===== config.mk =====
export PLATFORM = sky130hd
export DESIGN_NAME = jsa_tap_top
export DESIGN_NICKNAME = d
export VERILOG_FILES = /design/src/hw/placeholder_end.v /design/src/hw/jsa_tap_top.v /design/src/hw/jsa_shift_stage.v
export VERILOG_INCLUDE_DIRS = /design/src /design/src/hw
export SDC_FILE = /design/constraint.sdc
export NUM_CORES = 1
export LEC_CHECK = 0
export ABC_AREA = 0
export BUFFER_PORTS_ARGS = -buffer_cell sky130_fd_sc_hd__buf_4
export CORE_ASPECT_RATIO = 0.8
export CORE_MARGIN = 8
export CORE_UTILIZATION = 40
export DETAILED_ROUTE_END_ITERATION = 12
export HOLD_SLACK_MARGIN = 0.1
export SYNTH_ARGS = -nofsm -noshare
export SYNTH_HDL_FRONTEND = slang
export SYNTH_SLANG_ARGS = --single-unit

===== constraint.sdc =====
create_clock -name i_mclk -period 3.1 [get_ports i_mclk]
set_clock_uncertainty 0.1 [all_clocks]
set_input_delay 0.93 -clock i_mclk [delete_from_list [all_inputs] [get_ports i_mclk]]
set_output_delay 0.93 -clock i_mclk [all_outputs]
set_load 0.02 [all_outputs]

===== src/hw/jsa_defines.vh =====
// constants for the boundary-scan and analog probe access logic
`ifndef JSA_DEFINES_VH
`define JSA_DEFINES_VH
`define JSA_IR_W 3
`define JSA_ASR_W 5
`define JSA_ID_W 32
`define JSA_BSR_W 30
`define JSA_ROUTE_W 6
`define JSA_SYNC_W 14
`define JSA_OP_EXTEST 3'h0
`define JSA_OP_ANALOG 3'h2
`define JSA_OP_SAMPLE 3'h4
`define JSA_OP_IDCODE 3'h6
`define JSA_OP_BYPASS 3'h7
`define JSA_IR_CAPTURE 3'h1
`define JSA_DR_BSR 2'h0
`define JSA_DR_ASR 2'h1
`define JSA_DR_ID 2'h2
`define JSA_DR_BYP 2'h3
`define JSA_ID_REV_W 4
`define JSA_ID_PART_W 16
`define JSA_ID_MFR_W 11
`define JSA_ID_MARK 1'h1
`define JSA_AC_TX0 5'h1F
`define JSA_AC_TX1 5'h1E
`define JSA_AC_RX0 5'h17
`define JSA_AC_RX1 5'h16
`define JSA_AC_RX2 5'h15
`define JSA_AC_RX3 5'h14
`define JSA_BIT_TXCLK0 0
`define JSA_BIT_TXPOS0 1
`define JSA_BIT_TXNEG0 2
`define JSA_BIT_RX_RECOVERED_CLK_CH0 3
`define JSA_BIT_RX_POS_DATA_CH0 4
`define JSA_BIT_RX_NEG_DATA_CH0 5
`define JSA_BIT_SIGNAL_LOST_CH0 6
`define JSA_BIT_RX_FLOAT_CTRL_CH0 7
`define JSA_BIT_RCLK1 8
`define JSA_BIT_RPOS1 9
`define JSA_BIT_RX_NEG_DATA_CH1 10
`define JSA_BIT_SIGNAL_LOST_CH1 11
`define JSA_BIT_RX_FLOAT_CTRL_CH1 12
`define JSA_BIT_LPIN 13
`define JSA_BIT_LPOUT 21
`define JSA_BIT_LPCTL 29
`endif


===== src/hw/placeholder_end.v =====
// intentionally empty marker of end of design set
`timescale 1ns/10ps


===== src/hw/jsa_tap_top.v =====
// test access port with pin scan chain and analog probe routing
//
// Operation
// - three-bit instruction register, lsb shifted first
// - code 000 drives pins from chain
// - code 010 selects analog route register
// - code 100 samples pins, normal paths kept
// - code 110 shifts identity out
// - code 111 passes through bypass bit
// - bypass is one single stage
// - identity fields: revision, part, maker, one
// - identity shifts out lsb first
// - five-bit analog route register selects pins
// - analog instruction: tdi in, tdo out
// - five rising edges load analog code
// - codes 11111/11110 probe transmit pairs
// - codes 10111..10100 probe receive pairs
// - channel 0 control cell floats receive outputs
// - loop control cell: drive or float
// - channel 1 control cell floats receive outputs
`timescale 1ns/10ps
`include "jsa_defines.vh"
module jsa_tap_top #(
   parameter [`JSA_ID_REV_W-1:0]  ID_REVISION = 4'h1,   // arbitrary
   parameter [`JSA_ID_PART_W-1:0] ID_PART     = 16'hA5C3, // arbitrary
   parameter [`JSA_ID_MFR_W-1:0]  ID_MAKER    = 11'h2B4 // arbitrary
) (
   input  wire       i_mclk,
   input  wire       i_arst_n,
   input  wire       i_tck,
   input  wire       i_tms,
   input  wire       i_tdi,
   output reg        o_tdo,
   output reg        o_tdo_oe,
   input  wire       i_tx_clk_in_ch0,
   input  wire       i_tx_pos_data_ch0,
   input  wire       i_tx_neg_data_ch0,
   input  wire       i_core_rx_clk_ch0,
   input  wire       i_core_rx_pos_ch0,
   input  wire       i_core_rx_neg_ch0,
   input  wire       i_core_los_ch0,
   input  wire       i_core_rx_clk_ch1,
   input  wire       i_core_rx_pos_ch1,
   input  wire       i_core_rx_neg_ch1,
   input  wire       i_core_los_ch1,
   input  wire [7:0] i_core_loop_out,
   input  wire       i_core_loop_oe,
   input  wire [7:0] i_loop_pin_in,
   output reg        o_rx_recovered_clk_ch0,
   output reg        o_rx_pos_data_ch0,
   output reg        o_rx_neg_data_ch0,
   output reg        o_rx_oe_ch0,
   output reg        o_signal_lost_ch0,
   output reg        o_rx_recovered_clk_ch1,
   output reg        o_rx_pos_data_ch1,
   output reg        o_rx_neg_data_ch1,
   output reg        o_rx_oe_ch1,
   output reg        o_signal_lost_ch1,
   output reg  [7:0] o_loop_pin_out,
   output reg        o_loop_pin_oe,
   output reg        o_analog_probe_en,
   output reg  [5:0] o_analog_route
);
   localparam [15:0] S_RESET   = 16'h0001;
   localparam [15:0] S_IDLE    = 16'h0002;
   localparam [15:0] S_SEL_DR  = 16'h0004;
   localparam [15:0] S_CAP_DR  = 16'h0008;
   localparam [15:0] S_SH_DR   = 16'h0010;
   localparam [15:0] S_EX1_DR  = 16'h0020;
   localparam [15:0] S_PA_DR   = 16'h0040;
   localparam [15:0] S_EX2_DR  = 16'h0080;
   localparam [15:0] S_UPD_DR  = 16'h0100;
   localparam [15:0] S_SEL_IR  = 16'h0200;
   localparam [15:0] S_CAP_IR  = 16'h0400;
   localparam [15:0] S_SH_IR   = 16'h0800;
   localparam [15:0] S_EX1_IR  = 16'h1000;
   localparam [15:0] S_PA_IR   = 16'h2000;
   localparam [15:0] S_EX2_IR  = 16'h4000;
   localparam [15:0] S_UPD_IR  = 16'h8000;
   localparam [`JSA_ID_W-1:0] ID_WORD = {ID_REVISION, ID_PART, ID_MAKER, `JSA_ID_MARK};
   reg  [`JSA_SYNC_W-1:0] pin_s1;
   reg  [`JSA_SYNC_W-1:0] pin_s2;
   reg                    tck_s3;
   reg  [15:0]            state;
   reg  [15:0]            next_state;
   reg  [`JSA_IR_W-1:0]   ir_active;
   reg  [`JSA_BSR_W-1:0]  bsr_upd;
   reg                    dr_out;
   wire                   tck_rise;
   wire                   tck_fall;
   wire                   tms_s;
   wire                   tdi_s;
   wire [2:0]             tx_pins;
   wire [7:0]             loop_pins;
   wire [1:0]             dr_sel;
   wire                   in_reset;
   wire                   cap_dr;
   wire                   sh_dr;
   wire                   extest;
   wire [`JSA_IR_W-1:0]   ir_sh;
   wire [`JSA_BSR_W-1:0]  bsr_sh;
   wire [`JSA_BSR_W-1:0]  bsr_cap;
   wire [`JSA_ASR_W-1:0]  asr_sh;
   wire [`JSA_ID_W-1:0]   id_sh;
   wire [0:0]             byp_sh;

   // data register chosen by an instruction
   function [1:0] dr_of;
      input [`JSA_IR_W-1:0] op;
      begin
         case (op)
            `JSA_OP_EXTEST: dr_of = `JSA_DR_BSR;
            `JSA_OP_SAMPLE: dr_of = `JSA_DR_BSR;
            `JSA_OP_ANALOG: dr_of = `JSA_DR_ASR;
            `JSA_OP_IDCODE: dr_of = `JSA_DR_ID;
            default:        dr_of = `JSA_DR_BYP;
         endcase
      end
   endfunction

   // pins from outside pass two flip-flops; tck keeps a third for edges
   always @(posedge i_mclk or negedge i_arst_n)
   begin
      if (!i_arst_n)
      begin
         pin_s1 <= {`JSA_SYNC_W{1'b0}};
         pin_s2 <= {`JSA_SYNC_W{1'b0}};
         tck_s3 <= 1'b0;
      end
      else
      begin
         pin_s1 <= {i_loop_pin_in, i_tx_neg_data_ch0, i_tx_pos_data_ch0,
                    i_tx_clk_in_ch0, i_tdi, i_tms, i_tck};
         pin_s2 <= pin_s1;
         tck_s3 <= pin_s2[0];
      end
   end

   assign tck_rise  = pin_s2[0] & ~tck_s3;
   assign tck_fall  = ~pin_s2[0] & tck_s3;
   assign tms_s     = pin_s2[1];
   assign tdi_s     = pin_s2[2];
   assign tx_pins   = pin_s2[5:3];
   assign loop_pins = pin_s2[13:6];

   // controller walk on tms at tck rising edges
   always @*
   begin
      next_state = S_RESET;
      case (state)
         S_RESET:  next_state = tms_s ? S_RESET : S_IDLE;
         S_IDLE:   next_state = tms_s ? S_SEL_DR : S_IDLE;
         S_SEL_DR: next_state = tms_s ? S_SEL_IR : S_CAP_DR;
         S_CAP_DR: next_state = tms_s ? S_EX1_DR : S_SH_DR;
         S_SH_DR:  next_state = tms_s ? S_EX1_DR : S_SH_DR;
         S_EX1_DR: next_state = tms_s ? S_UPD_DR : S_PA_DR;
         S_PA_DR:  next_state = tms_s ? S_EX2_DR : S_PA_DR;
         S_EX2_DR: next_state = tms_s ? S_UPD_DR : S_SH_DR;
         S_UPD_DR: next_state = tms_s ? S_SEL_DR : S_IDLE;
         S_SEL_IR: next_state = tms_s ? S_RESET : S_CAP_IR;
         S_CAP_IR: next_state = tms_s ? S_EX1_IR : S_SH_IR;
         S_SH_IR:  next_state = tms_s ? S_EX1_IR : S_SH_IR;
         S_EX1_IR: next_state = tms_s ? S_UPD_IR : S_PA_IR;
         S_PA_IR:  next_state = tms_s ? S_EX2_IR : S_PA_IR;
         S_EX2_IR: next_state = tms_s ? S_UPD_IR : S_SH_IR;
         S_UPD_IR: next_state = tms_s ? S_SEL_DR : S_IDLE;
         default:  next_state = S_RESET;
      endcase
   end

   always @(posedge i_mclk or negedge i_arst_n)
   begin
      if (!i_arst_n)
      begin
         state <= S_RESET;
      end
      else if (tck_rise)
      begin
         state <= next_state;
      end
   end

   assign in_reset = (state == S_RESET);
   assign dr_sel   = dr_of(ir_active);
   assign cap_dr   = (state == S_CAP_DR);
   assign sh_dr    = (state == S_SH_DR);
   assign extest   = (ir_active == `JSA_OP_EXTEST);
   // instruction path
   jsa_shift_stage #(.WIDTH (`JSA_IR_W)) u_ir (
      .i_mclk     (i_mclk),
      .i_arst_n   (i_arst_n),
      .i_step     (tck_rise),
      .i_clear    (1'b0),
      .i_capture  (state == S_CAP_IR),
      .i_shift    (state == S_SH_IR),
      .i_tdi      (tdi_s),
      .i_cap_data (`JSA_IR_CAPTURE),
      .o_data     (ir_sh)
   );

   always @(posedge i_mclk or negedge i_arst_n)
   begin
      if (!i_arst_n)
      begin
         ir_active <= `JSA_OP_IDCODE;
      end
      else if (tck_rise)
      begin
         if (in_reset)
         begin
            ir_active <= `JSA_OP_IDCODE;
         end
         else if (state == S_UPD_IR)
         begin
            ir_active <= ir_sh;
         end
      end
   end

   // pin chain capture: transmit inputs from pins, outputs from the core
   assign bsr_cap = {~i_core_loop_oe, i_core_loop_out, loop_pins,
                     bsr_upd[`JSA_BIT_RX_FLOAT_CTRL_CH1], i_core_los_ch1, i_core_rx_neg_ch1,
                     i_core_rx_pos_ch1, i_core_rx_clk_ch1, bsr_upd[`JSA_BIT_RX_FLOAT_CTRL_CH0],
                     i_core_los_ch0, i_core_rx_neg_ch0, i_core_rx_pos_ch0, i_core_rx_clk_ch0,
                     tx_pins};
   jsa_shift_stage #(.WIDTH (`JSA_BSR_W)) u_bsr (
      .i_mclk     (i_mclk),
      .i_arst_n   (i_arst_n),
      .i_step     (tck_rise),
      .i_clear    (1'b0),
      .i_capture  (cap_dr && dr_sel == `JSA_DR_BSR),
      .i_shift    (sh_dr && dr_sel == `JSA_DR_BSR),
      .i_tdi      (tdi_s),
      .i_cap_data (bsr_cap),
      .o_data     (bsr_sh)
   );

   // update latch; preload under sample, drive under extest
   always @(posedge i_mclk or negedge i_arst_n)
   begin
      if (!i_arst_n)
      begin
         bsr_upd <= {`JSA_BSR_W{1'b0}};
      end
      else if (tck_rise && state == S_UPD_DR && dr_sel == `JSA_DR_BSR)
      begin
         bsr_upd <= bsr_sh;
      end
   end

   // analog route register holds its code; cleared on controller reset
   jsa_shift_stage #(.WIDTH (`JSA_ASR_W)) u_asr (
      .i_mclk     (i_mclk),
      .i_arst_n   (i_arst_n),
      .i_step     (tck_rise),
      .i_clear    (in_reset),
      .i_capture  (1'b0),
      .i_shift    (sh_dr && dr_sel == `JSA_DR_ASR),
      .i_tdi      (tdi_s),
      .i_cap_data (asr_sh),
      .o_data     (asr_sh)
   );
   jsa_shift_stage #(.WIDTH (`JSA_ID_W)) u_id (
      .i_mclk     (i_mclk),
      .i_arst_n   (i_arst_n),
      .i_step     (tck_rise),
      .i_clear    (1'b0),
      .i_capture  (cap_dr && dr_sel == `JSA_DR_ID),
      .i_shift    (sh_dr && dr_sel == `JSA_DR_ID),
      .i_tdi      (tdi_s),
      .i_cap_data (ID_WORD),
      .o_data     (id_sh)
   );
   jsa_shift_stage #(.WIDTH (1)) u_byp (
      .i_mclk     (i_mclk),
      .i_arst_n   (i_arst_n),
      .i_step     (tck_rise),
      .i_clear    (1'b0),
      .i_capture  (cap_dr && dr_sel == `JSA_DR_BYP),
      .i_shift    (sh_dr && dr_sel == `JSA_DR_BYP),
      .i_tdi      (tdi_s),
      .i_cap_data (1'b0),
      .o_data     (byp_sh)
   );

   always @*
   begin
      case (dr_sel)
         `JSA_DR_BSR: dr_out = bsr_sh[0];
         `JSA_DR_ASR: dr_out = asr_sh[0];
         `JSA_DR_ID:  dr_out = id_sh[0];
         default:     dr_out = byp_sh[0];
      endcase
   end

   // tdo changes on the tck falling edge, driven only while shifting
   always @(posedge i_mclk or negedge i_arst_n)
   begin
      if (!i_arst_n)
      begin
         o_tdo    <= 1'b0;
         o_tdo_oe <= 1'b0;
      end
      else if (tck_fall)
      begin
         o_tdo    <= (state == S_SH_IR) ? ir_sh[0] : dr_out;
         o_tdo_oe <= (state == S_SH_IR) || sh_dr;
      end
   end

   // pin drivers: core paths unless the chain owns the pins
   always @(posedge i_mclk or negedge i_arst_n)
   begin
      if (!i_arst_n)
      begin
         {o_rx_recovered_clk_ch0, o_rx_pos_data_ch0, o_rx_neg_data_ch0, o_rx_oe_ch0,
          o_signal_lost_ch0, o_rx_recovered_clk_ch1, o_rx_pos_data_ch1, o_rx_neg_data_ch1,
          o_rx_oe_ch1, o_signal_lost_ch1, o_loop_pin_out, o_loop_pin_oe} <= 19'h00000;
      end
      else
      begin
         o_rx_recovered_clk_ch0 <= extest ? bsr_upd[`JSA_BIT_RX_RECOVERED_CLK_CH0] : i_core_rx_clk_ch0;
         o_rx_pos_data_ch0      <= extest ? bsr_upd[`JSA_BIT_RX_POS_DATA_CH0] : i_core_rx_pos_ch0;
         o_rx_neg_data_ch0      <= extest ? bsr_upd[`JSA_BIT_RX_NEG_DATA_CH0] : i_core_rx_neg_ch0;
         o_rx_oe_ch0            <= ~(extest & bsr_upd[`JSA_BIT_RX_FLOAT_CTRL_CH0]);
         o_signal_lost_ch0      <= extest ? bsr_upd[`JSA_BIT_SIGNAL_LOST_CH0] : i_core_los_ch0;
         o_rx_recovered_clk_ch1 <= extest ? bsr_upd[`JSA_BIT_RCLK1] : i_core_rx_clk_ch1;
         o_rx_pos_data_ch1      <= extest ? bsr_upd[`JSA_BIT_RPOS1] : i_core_rx_pos_ch1;
         o_rx_neg_data_ch1      <= extest ? bsr_upd[`JSA_BIT_RX_NEG_DATA_CH1] : i_core_rx_neg_ch1;
         o_rx_oe_ch1            <= ~(extest & bsr_upd[`JSA_BIT_RX_FLOAT_CTRL_CH1]);
         o_signal_lost_ch1      <= extest ? bsr_upd[`JSA_BIT_SIGNAL_LOST_CH1] : i_core_los_ch1;
         o_loop_pin_out         <= extest ? bsr_upd[`JSA_BIT_LPOUT +: 8] : i_core_loop_out;
         o_loop_pin_oe          <= extest ? ~bsr_upd[`JSA_BIT_LPCTL] : i_core_loop_oe;
      end
   end
   // analog probe routing, one-hot: tx0, tx1, rx0, rx1, rx2, rx3
   always @(posedge i_mclk or negedge i_arst_n)
   begin
      if (!i_arst_n)
      begin
         o_analog_route    <= 6'h00;
         o_analog_probe_en <= 1'b0;
      end
      else if (ir_active == `JSA_OP_ANALOG)
      begin
         o_analog_probe_en <= 1'b1;
         case (asr_sh)
            `JSA_AC_TX0: o_analog_route <= 6'h01;
            `JSA_AC_TX1: o_analog_route <= 6'h02;
            `JSA_AC_RX0: o_analog_route <= 6'h04;
            `JSA_AC_RX1: o_analog_route <= 6'h08;
            `JSA_AC_RX2: o_analog_route <= 6'h10;
            `JSA_AC_RX3: o_analog_route <= 6'h20;
            default:     o_analog_route <= 6'h00;
         endcase
      end
      else
      begin
         o_analog_route    <= 6'h00;
         o_analog_probe_en <= 1'b0;
      end
   end
endmodule // jsa_tap_top


===== src/hw/jsa_shift_stage.v =====
// one capture and shift stage of the scan paths, lsb out first
`timescale 1ns/10ps
module jsa_shift_stage #(
   parameter WIDTH = 1
) (
   input  wire             i_mclk,
   input  wire             i_arst_n,
   input  wire             i_step,
   input  wire             i_clear,
   input  wire             i_capture,
   input  wire             i_shift,
   input  wire             i_tdi,
   input  wire [WIDTH-1:0] i_cap_data,
   output reg  [WIDTH-1:0] o_data
);
   wire [WIDTH:0] cat;

   assign cat = {i_tdi, o_data};

   always @(posedge i_mclk or negedge i_arst_n)
   begin
      if (!i_arst_n)
      begin
         o_data <= {WIDTH{1'b0}};
      end
      else if (i_step)
      begin
         if (i_clear)
         begin
            o_data <= {WIDTH{1'b0}};
         end
         else if (i_capture)
         begin
            o_data <= i_cap_data;
         end
         else if (i_shift)
         begin
            // new bit enters at the top, so the first bit in ends at bit 0
            o_data <= cat[WIDTH:1];
         end
      end
   end
endmodule // jsa_shift_stage


# == After elaboration in Yosys (flattened, before gate mapping) ==
# Index checks and enable logic that the tools add are counted.
# totals
regBits,177
# op_classes
eq_ne,28
n_mux,41
n_bitwise,10
reduce_logical,28
# op_table
cell,n
$pmux W16 S12,1
$mux W32,2
$mux W30,2
$pmux W6 S6,1
$mux W16,2
$eq A5 B5 Y1 const B,6
$mux W9,2
$eq A16 B1 Y1 const B,1
$eq A16 B10 Y1 const B,1
$eq A16 B11 Y1 const B,1
$eq A16 B12 Y1 const B,1
$eq A16 B13 Y1 const B,1
$eq A16 B14 Y1 const B,1
$eq A16 B15 Y1 const B,1
$eq A16 B16 Y1 const B,1
$eq A16 B2 Y1 const B,1
$eq A16 B3 Y1 const B,1
$eq A16 B4 Y1 const B,1
$eq A16 B5 Y1 const B,1
$eq A16 B6 Y1 const B,1
$eq A16 B7 Y1 const B,1
$eq A16 B8 Y1 const B,1
$eq A16 B9 Y1 const B,1
$mux W8,2
25 further kinds,73

# == Depth between registers and ports, before layout ==
# logic_depth
depth_word,7
depth_mapped,8

# == Hierarchy ==
# A second synthesis with hierarchy kept.
# unflattened
hier_cells,628
hier_area_um2,7835.0
# by_module_without_submodules
module,instances,cells_per_inst,area_each_um2,seq_area_each_um2
jsa_tap_top,1,295,3814.9,2381.0
jsa_shift_stage at u_bsr,1,136,1767.9,750.7
jsa_shift_stage at u_id,1,144,1674.1,800.8
jsa_shift_stage at u_asr,1,28,310.3,125.1
jsa_shift_stage at u_ir,1,18,187.7,75.1
jsa_shift_stage at u_byp,1,7,80.1,25.0

# == Worst setup path before layout ==
# OpenSTA, ideal clock, no wires.
# synth_timing
path_kind,register to register
startpoint,reg state[12]
endpoint,reg bsr_upd[10]
setup_ps,125
arrival_time_ps,2160
t_required_ps,2875
setup_slack_ps,715
stages_incl_launch_ff,9
n_path_buf,3
synth_period_minus_slack_ps,2385
cell_sequence,dfrtp_1 > buf_6 > or4_4 > nor3_4 > nand2_2 > nor4b_2 > buf_6 > buf_12 > mux2_4
# synth_between
elab_chain_len,3
# synth_rtl
element,line_no,rtl
start: declaration,jsa_tap_top.v:84,reg [15:0] state;
start signal: assignment,jsa_tap_top.v:179,state <= next_state;
$eq A16 B9 Y1,jsa_tap_top.v:245,else if (tck_rise && state == S_UPD_DR && dr_sel == `JSA_DR_BSR)
$logic_and A1 B1 Y1,jsa_tap_top.v:245,
$logic_and A1 B1 Y1 (no source line),n/a,
end signal: assignment,jsa_tap_top.v:243,bsr_upd <= {`JSA_BSR_W{1'b0}};
end signal: assignment,jsa_tap_top.v:247,bsr_upd <= bsr_sh;
end: declaration,jsa_tap_top.v:87,reg [`JSA_BSR_W-1:0] bsr_upd;
# No other way between the ends.
# A chain may end at the register's enable or synchronous reset.

# == Final worst setup path ==
# layout_timing
startpoint,reg state[12]
endpoint,reg bsr_upd[26]
# Same word-level chain as after synthesis.

==> results_dict.tcl <==
set metrics [dict create \
    synth_xor_area_share_pct 1.14 \
    numPortBuffers 60 \
    cts-root-buf "clkbuf_16" \
    synth_compound_gate_area_share_pct 9.35 \
    synth_edf_count 0 \
    cts_buffers 17 \
    fin_crit_ns 2.60 \
    clk_latency_ns 0.41 \
    r2r-start "state[12]" \
    grt_pass1_wl_um 25100 \
    cp.required_ns 3.30 \
    fillCellCount 1562 \
    final_cell_mix "163 x dfrtp_1, 97 x nand2_1, 75 x buf_4" \
    hp-start "pin_s1[13]" \
    post_cts_buffers 0 \
    arrival_ns 2.80 \
    dieArea_um2 21700 \
    htreeDepth 4 \
    final-max-slew-violation-count 0 \
    max_freq_mhz 384 \
    drt_pass1_iterations 5 \
    multi_input_area_um2 2500 \
    cts_sinks 166 \
    ios 61 \
    setup_viol 0 \
    initial_utilization_pct 40.3 \
    leakagePower_nw 3.79 \
    gr-total-overflow 0 \
    fp-row-count 43 \
    ys_seq_elements 166 \
    hold_violations 0 \
    path_clk_slew_ns 0.06 \
    tritoncts "done" \
    ir_drop_mv 0.356 \
    finalWorstSetupSlack_ns 0.496 \
    tightest_slew_ns 0.863 \
    ys.flop_type "dfrtp_1" \
    status "finished, final reports clean" \
    ant_nets 0 \
    diodes 0 \
    cts_resized 0 \
    routed_via_density 5.26 \
    synth_sequential_area_ratio_pct 60.3 \
    grt_max_degree 61 \
    synth-adder-area-share_pct 0 \
    ys.warnings.count 0 \
    end_kind "flip-flop" \
    start_kind "flip-flop" \
    path_max_fanout 19 \
    pre_cts_slack_ns 0.512 \
    hpwlAfterDp_um 9760 \
    final_area_um2 8140 \
    antenna_found_initial 0 \
    yosys-mux-area-fraction_pct 7.01 \
    die_h_um 133 \
    syn_nets 657 \
    finalSetupTns_ns 0 \
    cts_buffer_depth 2 \
    slew_headroom_pct 42.5 \
    num_vias 4816 \
    syn_inst 624 \
    layout_commonest_cell "dfrtp_1" \
    wirelength_um 15000 \
    async_flop_share_pct 100 \
    max_cap_violations 0 \
    worstSetupPathType "reg2reg" \
    yosysUniqueCellTypes 60 \
    syn2layout_area_growth_pct 18.1 \
    rsz0062_at_grt "false" \
    period_share_pct 84.0 \
    startpoint "state[12]" \
    p_per_area_nw_per_um2 612 \
    finalWeightedCongestion 0.846 \
    cts_hold_buf 0 \
    syn_avg_cell_area_um2 11.0 \
    core-area_um2 17100 \
    track_usage_pct 14.4 \
    first_iter_violations 389 \
    die_x_um 163 \
    finish.utilization_pct 47.6 \
    wl_per_cell_um 16.3 \
    syn_area_um2 6890 \
    synth_simple_gate_area_share_pct 18.5 \
    synth_top_family_by_area "simple AND/OR/NAND/NOR gates" \
    min_path_type "reg2reg" \
    grt_pass1_vias 4776 \
    route.detailed.drc 0 \
    seq_area_um2 4160 \
    dpl_cell_area_um2 7590 \
    drive_gt1_share_pct 23.4 \
    fin_nets 711 \
]
-- routing by layer --
layer / part of all wire [%] / wire [um] / GRT usage [%]
met5: 0 / 0 / 0
met4: 1.3 / 191 / 4.58
met3: 5.2 / 777 / 3.92
met2: 45 / 6720 / 20.9
met1: 49 / 7270 / 20.5
-- path summary, 6_finish.rpt --
path / end / slack (ns) / cells past startpoint
worst max register to register: bsr_upd[26] / 0.50 / 6
max in group asynchronous: o_loop_pin_out[6] / 1.83 / 2
worst min-delay path: pin_s2[13] / 0.25 / 0
min in group asynchronous: u_bsr.o_data[19] / 0.31 / 1
worst min register to register: pin_s2[13] / 0.25 / 0
worst max-delay path: bsr_upd[26] / 0.50 / 6
-- flip-flops by register name (all words and copies together), names as in the netlist, 3 cells and up --
name,flops
o_loop_pin_out,8
pin_s1,14
u_asr.o_data,5
u_bsr.o_data,30
u_id.o_data,32
state,16
pin_s2,14
ir_active,3
o_analog_route,6
u_ir.o_data,3
bsr_upd,19
-- final cells by class --
cell class              instances  share of cell area [%]
clock buffers                  26                    6.13
clock inverters                 6                   0.538
inverters                      10                   0.461
multi-input cells             405                    30.8
flip-flops and latches        166                    51.1
well taps                     225                    3.46
repair buffers                 78                    7.55
-- critical path: stages, from the launching register on --
cell     delay [ns]
dfrtp_1        0.50
or4_4          0.62
nor3_4         0.23
nand2_2        0.08
nor4b_4        0.21
buf_4          0.35
mux2_2         0.38
-- synthesized netlist by cell type (7+ instances only) --
cell type	count	share of area [%]
buf_2	12	0.87
clkbuf_1	24	1.3
dfrtp_1	163	59
inv_1	10	0.54
mux2_2	26	4.2
mux2_4	10	2.2
nand2_1	97	5.3
nand3_1	25	1.8
nand4_1	10	0.91
nor2_1	44	2.4
nor3_1	21	1.5
nor4_1	7	0.64
o21ai_0	49	3.6
o22ai_1	30	2.7
-- through the flow --
step / hold slack, ns / instances / power, W
global route: 0.253 / 916 / 0.00522
floorplan: 0.231 / 624 / 0.00282
finish: 0.246 / 916 / 0.00498
global placement: 0.233 / 884 / 0.00307
CTS: 0.250 / 916 / 0.00503
detailed placement: 0.236 / 884 / 0.00309
-- kinds of logic (layout without fill, tap and decap cells) --
family	count (synthesis)	count (layout)
AND/OR/NAND/NOR	248	248
flip-flops	166	166
AO/OA/AOI/OAI	108	108
buffers and inverters	53	120
multiplexers	40	40
XOR/XNOR	9	9
-- where the power goes --
| group | total [W] | leakage [nW] | internal, W | switching [W] |
|---|---|---|---|---|
| clock | 0.00193 | 0.265 | 0.00111 | 0.000817 |
| sequential | 0.00241 | 2.09 | 0.00231 | 0.000101 |
| combinational | 0.000644 | 1.43 | 0.000260 | 0.000385 |
| total | 0.00498 | 3.79 | 0.00368 | 0.00130 |
(Power assumes the default switching activity.)
